[config.mk]
export PLATFORM = sky130hd
export DESIGN_NAME = dri_top
export DESIGN_NICKNAME = d
export VERILOG_FILES = /design/src/rtl/dri_pkg.sv /design/src/rtl/dri_top.sv /design/src/rtl/dri_edge_sync.sv
export SDC_FILE = /design/constraint.sdc
export NUM_CORES = 1
export LEC_CHECK = 0
export BUFFER_PORTS_ARGS = -buffer_cell sky130_fd_sc_hd__buf_4
export CAP_MARGIN = 30
export CORE_MARGIN = 4
export CORE_UTILIZATION = 40
export CTS_CLUSTER_SIZE = 28
export DETAILED_ROUTE_END_ITERATION = 6
export PLACE_DENSITY_LB_ADDON = 0.05
export SLEW_MARGIN = 20
export SYNTH_ARGS = -nofsm -noshare
export SYNTH_HDL_FRONTEND = slang
export SYNTH_SLANG_ARGS = --single-unit
[constraint.sdc]
create_clock -name pclk -period 4.8 [get_ports pclk]
set_clock_uncertainty 0.2 [all_clocks]
set_input_delay 0.24 -clock pclk [delete_from_list [all_inputs] [get_ports pclk]]
set_output_delay 0.24 -clock pclk [all_outputs]
set_load 0.005 [all_outputs]
[src/rtl/dri_pkg.sv]
// Package: constants for the converter register interface.
package dri_pkg;

  // ----------------------------------------------------------------------
  // Bus geometry and instance placement
  // ----------------------------------------------------------------------
  localparam int NUM_CH = 2;
  localparam int NUM_TRG = 6;
  localparam int DATA_W = 10;
  localparam int WIN_LSB = 14;
  localparam logic [31:0] BASE_CH0 = 32'hFFFA_8000;
  localparam logic [31:0] BASE_CH1 = 32'hFFFA_C000;

  // ----------------------------------------------------------------------
  // Register offsets within one instance window
  // ----------------------------------------------------------------------
  localparam logic [13:0] OFF_CONTROL = 14'h0000;
  localparam logic [13:0] OFF_MODE = 14'h0004;
  localparam logic [13:0] OFF_HOLDING = 14'h0008;
  localparam logic [13:0] OFF_OUTPUT = 14'h000C;
  localparam logic [13:0] OFF_STATUS = 14'h0010;
  localparam logic [13:0] OFF_IRQ_SET = 14'h0014;
  localparam logic [13:0] OFF_IRQ_CLR = 14'h0018;
  localparam logic [13:0] OFF_IRQ_MASK = 14'h001C;

  // ----------------------------------------------------------------------
  // Field positions
  // ----------------------------------------------------------------------
  localparam int SOFT_RESET_POS = 0;
  localparam int TRIG_EN_POS = 0;
  localparam int TRIG_SEL_LSB = 1;
  localparam int TRIG_SEL_MSB = 3;
  localparam int RES_POS = 4;
  localparam int MODE_W = 5;
  localparam int READY_POS = 0;
  localparam int MASK_POS = 0;
  localparam int RES8_SHIFT = 2;

  // ----------------------------------------------------------------------
  // Values after reset and cycle counts
  // ----------------------------------------------------------------------
  localparam logic [4:0] MODE_RST = 5'h00;
  localparam logic [9:0] DATA_RST = 10'h000;
  localparam logic READY_RST = 1'b0;
  localparam logic MASK_RST = 1'b0;
  localparam logic [31:0] RDATA_RST = 32'h0000_0000;
  localparam int COPY_DELAY_CYC = 1;
  localparam int SYNC_STAGES = 3;

endpackage

[src/rtl/dri_top.sv]
// Two-instance converter register interface with an APB slave port.
//
// Design decision made here: the APB slave port.

// --------------------------------------------------------------------------
// Functional notes
// - Two identical instances, each decoded at its own base address.
// - Writing one to control bit 0 resets that instance only; zero does nothing.
// - Trigger disabled: holding value reaches output one clock after write.
// - Trigger enabled: only the selected timer trigger copies to output.
// - Each rising edge of the selected timer wave moves latest held value.
// - Select codes 0 to 5 choose timer wave; 6 and 7 never trigger.
// - Resolution bit zero selects 10-bit, one selects 8-bit operation.
// - In 8-bit mode holding writes are shifted left two, low bits zero.
// - Holding reads return the shifted value, upper bits zero.
// - Output register reads the converted sample, upper bits zero.
// - Ready flag reads zero after a holding write until transfer.
// - Ready flag reads one once a timer trigger transfers the latest held value.
// - Ready flag is zero at reset and while triggering is disabled.
// - Turning the trigger enable on sets the ready flag.
// - Writing one to enable-set bit 0 sets the interrupt mask bit.
// - Writing one to enable-clear bit 0 clears the interrupt mask bit.
// - Mask register bit 0 shows the mask, zero after reset.
// - Resolution sets transfer size: byte in 8-bit, half-word in 10-bit.
module dri_top (
  input wire logic pclk,
  input wire logic presetn,
  input wire logic psel,
  input wire logic penable,
  input wire logic pwrite,
  input wire logic [31:0] paddr,
  input wire logic [31:0] pwdata,
  input wire logic [3:0] pstrb,
  output logic [31:0] prdata,
  output logic pready,
  output logic pslverr,
  input wire logic [5:0] timer_wave_out,
  output logic [9:0] conv_code_0,
  output logic [9:0] conv_code_1,
  output logic [1:0] conv_irq,
  output logic [1:0] dma_halfword
);

  // ----------------------------------------------------------------------
  // Decode helpers
  // ----------------------------------------------------------------------
  function automatic logic reg_is(input logic [31:0] addr,
                                  input logic [13:0] off);
    reg_is = (addr[13:0] == off);
  endfunction

  function automatic logic [31:0] lane_merge(input logic [31:0] old_v,
                                             input logic [31:0] new_v,
                                             input logic [3:0] strb);
    logic [31:0] res;
    res = old_v;
    for (int b = 0; b < 4; b++) begin
      if (strb[b]) begin
        res[b*8 +: 8] = new_v[b*8 +: 8];
      end
    end
    lane_merge = res;
  endfunction

  // ----------------------------------------------------------------------
  // Bus phase decode
  // ----------------------------------------------------------------------
  logic [31:0] ch_base [dri_pkg::NUM_CH];
  logic [dri_pkg::NUM_CH-1:0] ch_hit;
  logic off_mapped;
  logic any_hit;
  logic setup_ph;
  logic wr_acc;
  logic sel_ch1;

  assign ch_base[0] = dri_pkg::BASE_CH0;
  assign ch_base[1] = dri_pkg::BASE_CH1;

  assign off_mapped = reg_is(paddr, dri_pkg::OFF_CONTROL) |
                      reg_is(paddr, dri_pkg::OFF_MODE) |
                      reg_is(paddr, dri_pkg::OFF_HOLDING) |
                      reg_is(paddr, dri_pkg::OFF_OUTPUT) |
                      reg_is(paddr, dri_pkg::OFF_STATUS) |
                      reg_is(paddr, dri_pkg::OFF_IRQ_SET) |
                      reg_is(paddr, dri_pkg::OFF_IRQ_CLR) |
                      reg_is(paddr, dri_pkg::OFF_IRQ_MASK);
  assign any_hit = (|ch_hit) & off_mapped;
  assign setup_ph = psel & ~penable;
  // Zero wait states: every access completes in its first access cycle.
  assign pready = 1'b1;
  assign wr_acc = psel & penable & pwrite & any_hit;
  assign sel_ch1 = ch_hit[1];

  // ----------------------------------------------------------------------
  // Timer trigger edge detection, shared by both instances
  // ----------------------------------------------------------------------
  logic [dri_pkg::NUM_TRG-1:0] trg_rise;
  logic [7:0] trg_rise_pad;

  // Padding to eight entries keeps the reserved codes inside the index range.
  assign trg_rise_pad = {2'b00, trg_rise};

  for (genvar t = 0; t < dri_pkg::NUM_TRG; t++) begin : g_trg
    dri_edge_sync u_sync (
      .pclk(pclk),
      .presetn(presetn),
      .wave_in(timer_wave_out[t]),
      .rise_pulse(trg_rise[t])
    );
  end

  // ----------------------------------------------------------------------
  // Per-instance register sets
  // ----------------------------------------------------------------------
  logic [dri_pkg::MODE_W-1:0] mode_r [dri_pkg::NUM_CH];
  logic [9:0] hold_r [dri_pkg::NUM_CH];
  logic [9:0] out_r [dri_pkg::NUM_CH];
  logic [dri_pkg::NUM_CH-1:0] ready_r;
  logic [dri_pkg::NUM_CH-1:0] mask_r;
  logic [dri_pkg::NUM_CH-1:0] copy_pend_r;
  logic [31:0] rd_val [dri_pkg::NUM_CH];

  for (genvar g = 0; g < dri_pkg::NUM_CH; g++) begin : g_ch
    logic wr_ch;
    logic soft_rst;
    logic wr_mode;
    logic wr_hold;
    logic irq_set;
    logic irq_clr;
    logic [31:0] mode_wide;
    logic [31:0] hold_wide;
    logic [dri_pkg::MODE_W-1:0] mode_nxt;
    logic [9:0] hold_nxt;
    logic [9:0] out_nxt;
    logic [2:0] trg_sel;
    logic trg_en;
    logic trg_fire;
    logic trg_turn_on;
    logic ready_nxt;
    logic mask_nxt;
    logic copy_pend_nxt;

    assign ch_hit[g] = (paddr[31:dri_pkg::WIN_LSB] ==
                        ch_base[g][31:dri_pkg::WIN_LSB]);
    assign wr_ch = wr_acc & ch_hit[g];

    assign soft_rst = wr_ch & reg_is(paddr, dri_pkg::OFF_CONTROL) &
                      pstrb[0] & pwdata[dri_pkg::SOFT_RESET_POS];
    assign wr_mode = wr_ch & reg_is(paddr, dri_pkg::OFF_MODE);
    assign wr_hold = wr_ch & reg_is(paddr, dri_pkg::OFF_HOLDING);
    assign irq_set = wr_ch & reg_is(paddr, dri_pkg::OFF_IRQ_SET) &
                     pstrb[0] & pwdata[dri_pkg::MASK_POS];
    assign irq_clr = wr_ch & reg_is(paddr, dri_pkg::OFF_IRQ_CLR) &
                     pstrb[0] & pwdata[dri_pkg::MASK_POS];

    // Mode register with byte lane merge.
    assign mode_wide = lane_merge({27'h000_0000, mode_r[g]}, pwdata, pstrb);
    assign mode_nxt = soft_rst ? dri_pkg::MODE_RST :
                      wr_mode ? mode_wide[dri_pkg::MODE_W-1:0] :
                      mode_r[g];

    assign trg_en = mode_r[g][dri_pkg::TRIG_EN_POS];
    assign trg_sel = mode_r[g][dri_pkg::TRIG_SEL_MSB:dri_pkg::TRIG_SEL_LSB];
    assign trg_turn_on = mode_nxt[dri_pkg::TRIG_EN_POS] & ~trg_en;

    // Reserved select codes match no timer wave and so never fire.
    assign trg_fire = trg_en &
                      (trg_sel < 3'(dri_pkg::NUM_TRG)) &
                      trg_rise_pad[trg_sel];

    // Holding register: the written word is right-aligned; 8-bit mode
    // moves it up by two so the output code keeps full-scale weight.
    assign hold_wide = lane_merge(32'h0000_0000, pwdata, pstrb);
    assign hold_nxt = soft_rst ? dri_pkg::DATA_RST :
                      !wr_hold ? hold_r[g] :
                      mode_r[g][dri_pkg::RES_POS] ?
                        {hold_wide[7:0], 2'b00} :
                        hold_wide[9:0];

    // Untriggered writes mark a copy that lands one clock later.
    assign copy_pend_nxt = wr_hold & ~trg_en & ~soft_rst;
    assign out_nxt = soft_rst ? dri_pkg::DATA_RST :
                     copy_pend_r[g] ? hold_r[g] :
                     trg_fire ? hold_r[g] :
                     out_r[g];

    // A write in the same cycle as a trigger edge keeps the flag low,
    // because the word just written has not yet reached the output.
    assign ready_nxt = soft_rst ? dri_pkg::READY_RST :
                       !mode_nxt[dri_pkg::TRIG_EN_POS] ? 1'b0 :
                       trg_turn_on ? 1'b1 :
                       wr_hold ? 1'b0 :
                       trg_fire ? 1'b1 :
                       ready_r[g];

    assign mask_nxt = soft_rst ? dri_pkg::MASK_RST :
                      irq_set ? 1'b1 :
                      irq_clr ? 1'b0 :
                      mask_r[g];

    always_ff @(posedge pclk or negedge presetn) begin
      if (!presetn) begin
        mode_r[g] <= dri_pkg::MODE_RST;
        hold_r[g] <= dri_pkg::DATA_RST;
        out_r[g] <= dri_pkg::DATA_RST;
        ready_r[g] <= dri_pkg::READY_RST;
        mask_r[g] <= dri_pkg::MASK_RST;
        copy_pend_r[g] <= 1'b0;
      end else begin
        mode_r[g] <= mode_nxt;
        hold_r[g] <= hold_nxt;
        out_r[g] <= out_nxt;
        ready_r[g] <= ready_nxt;
        mask_r[g] <= mask_nxt;
        copy_pend_r[g] <= copy_pend_nxt;
      end
    end

    // Read view; write-only registers read as zero.
    assign rd_val[g] =
      reg_is(paddr, dri_pkg::OFF_MODE) ? {27'h000_0000, mode_r[g]} :
      reg_is(paddr, dri_pkg::OFF_HOLDING) ?
        {22'h00_0000, hold_r[g]} :
      reg_is(paddr, dri_pkg::OFF_OUTPUT) ?
        {22'h00_0000, out_r[g]} :
      reg_is(paddr, dri_pkg::OFF_STATUS) ?
        {31'h0000_0000, ready_r[g]} :
      reg_is(paddr, dri_pkg::OFF_IRQ_MASK) ?
        {31'h0000_0000, mask_r[g]} :
      dri_pkg::RDATA_RST;

    assign conv_irq[g] = ready_r[g] & mask_r[g];
    assign dma_halfword[g] = ~mode_r[g][dri_pkg::RES_POS];
  end

  assign conv_code_0 = out_r[0];
  assign conv_code_1 = out_r[1];

  // ----------------------------------------------------------------------
  // Read data and error capture
  // ----------------------------------------------------------------------
  logic [31:0] prdata_r;
  logic [31:0] prdata_nxt;
  logic slverr_r;
  logic slverr_nxt;
  logic [31:0] rd_sel;

  assign rd_sel = sel_ch1 ? rd_val[1] : rd_val[0];

  // Read data is captured in the setup cycle, so it is one clock older
  // than the access edge; a trigger edge in that clock is seen next read.
  assign prdata_nxt = !setup_ph ? prdata_r :
                      (!pwrite && any_hit) ? rd_sel :
                      dri_pkg::RDATA_RST;
  assign slverr_nxt = setup_ph ? ~any_hit : slverr_r;

  always_ff @(posedge pclk or negedge presetn) begin
    if (!presetn) begin
      prdata_r <= dri_pkg::RDATA_RST;
      slverr_r <= 1'b0;
    end else begin
      prdata_r <= prdata_nxt;
      slverr_r <= slverr_nxt;
    end
  end

  assign prdata = prdata_r;
  assign pslverr = slverr_r & psel & penable;

endmodule

[src/rtl/dri_edge_sync.sv]
// Synchroniser and rising edge detector for one timer waveform input.
module dri_edge_sync (
  input wire logic pclk,
  input wire logic presetn,
  input wire logic wave_in,
  output logic rise_pulse
);

  // ----------------------------------------------------------------------
  // Three stage capture
  // ----------------------------------------------------------------------
  logic [dri_pkg::SYNC_STAGES-1:0] sync_r;
  logic level_r;
  logic level_nxt;

  // The first stage feeds only the second; a change is accepted once the
  // second and third stages agree, which filters a one-cycle glitch.
  assign level_nxt = (sync_r[1] == sync_r[2]) ? sync_r[2] : level_r;

  always_ff @(posedge pclk or negedge presetn) begin
    if (!presetn) begin
      sync_r <= '0;
      level_r <= 1'b0;
    end else begin
      sync_r <= {sync_r[1:0], wave_in};
      level_r <= level_nxt;
    end
  end

  assign rise_pulse = level_nxt & ~level_r;

endmodule

==> impl_metrics.json <==
{
  "yosysWarnings": 0,
  "slew_headroom": 0.3783,
  "globalplace.congestion": 0.8754,
  "drt-total-wl_mm": 14.90,
  "cts.repair.resized": 0,
  "synth_cell_types": 54,
  "synth_compound_area_frac": 0.1588,
  "arrival_ps": 2960,
  "ys.flop_type": "dfrtp_1",
  "multiInputGateArea_um2": 2381,
  "syn_to_final_growth_pct": 23.00,
  "max_stage_delay_ps": 840,
  "synth_top_area_share": 0.4574,
  "cpLargestDelayFamily": "compound AO/OA/AOI/OAI gates",
  "r2r_cells": 6,
  "fillers": 1200,
  "cts_hold_buf": 11,
  "min_period_ps": 2951,
  "clock-root-buffer": "clkbuf_16",
  "synth-async-reset-ratio": 1.000,
  "hold_ws_ps": 18.85,
  "drc": 0,
  "chipWidth_um": 119.6,
  "fin_tns_setup_ps": 0,
  "synth_top_family_by_area": "simple AND/OR/NAND/NOR gates",
  "io_pins": 137,
  "tightest_slew_ps": 909.0,
  "p_leak_nw": 2.746,
  "max_freq_ghz": 0.3389,
  "synth_largest_area_cell": "dfrtp_1",
  "setup_slack_ps": 1849,
  "first_global_vias": 4255,
  "synthSimpleGateAreaFrac": 0.2129,
  "final_common_cell": "buf_4",
  "finalSetupViolCount": 0,
  "die_y_um": 119.6,
  "syn_area_um2": 4979,
  "hpwl_mm": 10.85,
  "core-area_um2": 12110,
  "worst-r2r-setup-slack_ps": 1850,
  "grt.total_usage": 0.2122,
  "path_class": "flip-flop to flip-flop",
  "routedWlPerCell_um": 18.81,
  "finalHoldViolations": 0,
  "cp.depth": 6,
  "cts.sinks": 91,
  "end_kind": "flip-flop",
  "synthAdderAreaFrac": 0.01206,
  "worstPathCellList": "or4bb_1 -> a2111oi_0 -> nor4_2 -> buf_4 -> mux2i_1 -> nor2_1",
  "clk_pin_slew_ps": 70,
  "synthTopCellsByArea": "dfrtp_1, mux2i_1, o21ai_0",
  "rsz0062_at_grt": "false",
  "drive_gt1_frac": 0.1955,
  "cap_violations": 0,
  "cts_buffers": 9,
  "start_util": 0.4111,
  "pre_cts_ws_ps": 1740,
  "clk_path_buf_depth": 2,
  "synthXorXnorAreaFrac": 0.001759,
  "synth_edf_count": 0,
  "drv_slew": 0,
  "rows": 40,
  "ys_seq_area_frac": 0.4574,
  "htree_levels": 3,
  "drt_pass1_iterations": 5,
  "yosys_register_bits": 91,
  "holdPathStages": 3,
  "vdd_drop_max_uv": 148.4,
  "grt_overflow": 0,
  "outcome": "finished clean",
  "portBuffers": 89,
  "pwr_density_cell_nw_per_um2": 269.7,
  "grt_max_degree": 56,
  "clk-insertion-delay-late_ps": 350,
  "syn_inst": 535,
  "fin_crit_sh": 0.6148,
  "required_ps": 4810,
  "cts_setup_buffers": 0,
  "critPathBufInv": 1,
  "cp_max_fo": 9,
  "cp-start-kind": "flip-flop",
  "final_net_count": 698,
  "syn_avg_cell_area_um2": 9.306,
  "dr.first_iter.drc_count": 351,
  "antennaDiodeCount": 0,
  "grt_antenna_before_repair": 0,
  "fp.dieArea_um2": 14300,
  "vias": 4407,
  "vias_per_cell": 5.564,
  "cts_tree": "built",
  "grt_first_pass_wirelength_mm": 23.72,
  "ant_nets": 0,
  "regArea_um2": 2277,
  "final_cell_mix": "buf_4, dfrtp_1, nor2_1, o21ai_0, nand2_1",
  "slowest_stage": "a2111oi_0",
  "muxShareOfSynthArea": 0.07288,
  "min_path_type": "primary input to flip-flop"
}
## cells by family (layout without fill, tap and decap cells)
| logic type | after synthesis | in the layout |
|---|---|---|
| DFF | 91 | 91 |
| buffers and inverters | 86 | 154 |
| xor gates and xnor gates | 1 | 1 |
| adders and majority gates | 6 | 6 |
| other | 2 | 23 |
| and+or+nand+nor | 190 | 190 |
| muxes | 36 | 36 |
| AOI/OAI and AO/OA | 123 | 123 |
## where the power goes
part | leakage (nW) | internal, mW | switching (mW)
Combinational | 1.52 | 0.0574 | 0.0705
Clock | 0.145 | 0.412 | 0.322
Sequential | 1.08 | 0.780 | 0.00905
Total | 2.75 | 1.25 | 0.402
## sequential cells by signal (all words and copies together), names as in the netlist
signal                cells
slverr_r                  1
g_trg.u_sync.sync_r      18
mode_r                    2
ready_r                   2
hold_r                   20
conv_code_1              10
conv_code_0              10
prdata                   10
copy_pend_r               2
mask_r                    2
g_ch.trg_en               2
g_trg.u_sync.level_r      6
g_ch.trg_sel              6
## final timing paths
kind,to,start
hold reg to reg,g_trg[5].u_sync.sync_r[1],g_trg[5].u_sync.sync_r[0]
hold / removal,hold_r[18],pwdata[6]
max in group asynchronous,conv_code_1[3],presetn
min in group asynchronous,conv_code_0[0],presetn
setup reg to reg,conv_code_0[5],g_ch[0].trg_sel[0]
setup / recovery,conv_code_0[5],g_ch[0].trg_sel[0]
## through the flow
stage	power (mW)	area, um2	utilization	cells
6_report	1.651	6123	0.5056	792
5_1_grt	1.718	6123	0.5056	792
4_1_cts	1.670	6116	0.5050	791
3_5_place_dp	0.9243	5698	0.4705	764
3_3_place_gp	0.9222	5698	0.4705	764
2_1_floorplan	0.8656	5057	-	556
## area by class of cell
cell class / instances / area share
clock buffer: 9 / 0.03678
clock inverter: 7 / 0.01349
inverter: 31 / 0.01900
multi-input combinational: 379 / 0.3888
sequential: 91 / 0.3719
tap: 168 / 0.03433
timing repair buffer: 107 / 0.1357
## cells in the mapped netlist (all sizes together) (2+ instances only)
master and count:
maj3 6, and4 2, nor4bb 2, or2 3, and2 5, or3 2, nor4 16, a311oi 5
a2bb2oi 2, mux2i 34, o211ai 8, nand4 12, nand4b 9, nand3 7, or4bb 5, clkbuf 28
conb 2, a22o 4, o21ai 46, mux2 2, a2111oi 9, buf 27, nand3b 3, a31oi 22
nor3 16, or4 7, dfrtp 91, nand2 36, a21oi 10, and3 2, a21o 5, nor2 54
nor4b 3, inv 31, nand2b 3, o31ai 3
## routing by layer
metal / wire [um] / share of wire / global-route usage
met1: 7159 / 0.48 / 0.3117
met2: 6294 / 0.42 / 0.3076
met3: 1180 / 0.079 / 0.04665
met4: 261 / 0.018 / 0.07659
met5: 0 / 0 / 0
## worst reg2reg max path: cells and delay by family, from the launching register on
| family | cells | cell delay, ps |
|---|---|---|
| flops | 1 | 500 |
| buf+inv | 1 | 270 |
| simple gates | 3 | 810 |
| mux | 1 | 190 |
| compound gates | 1 | 840 |
No activity file was read; power rests on OpenSTA's default activity.
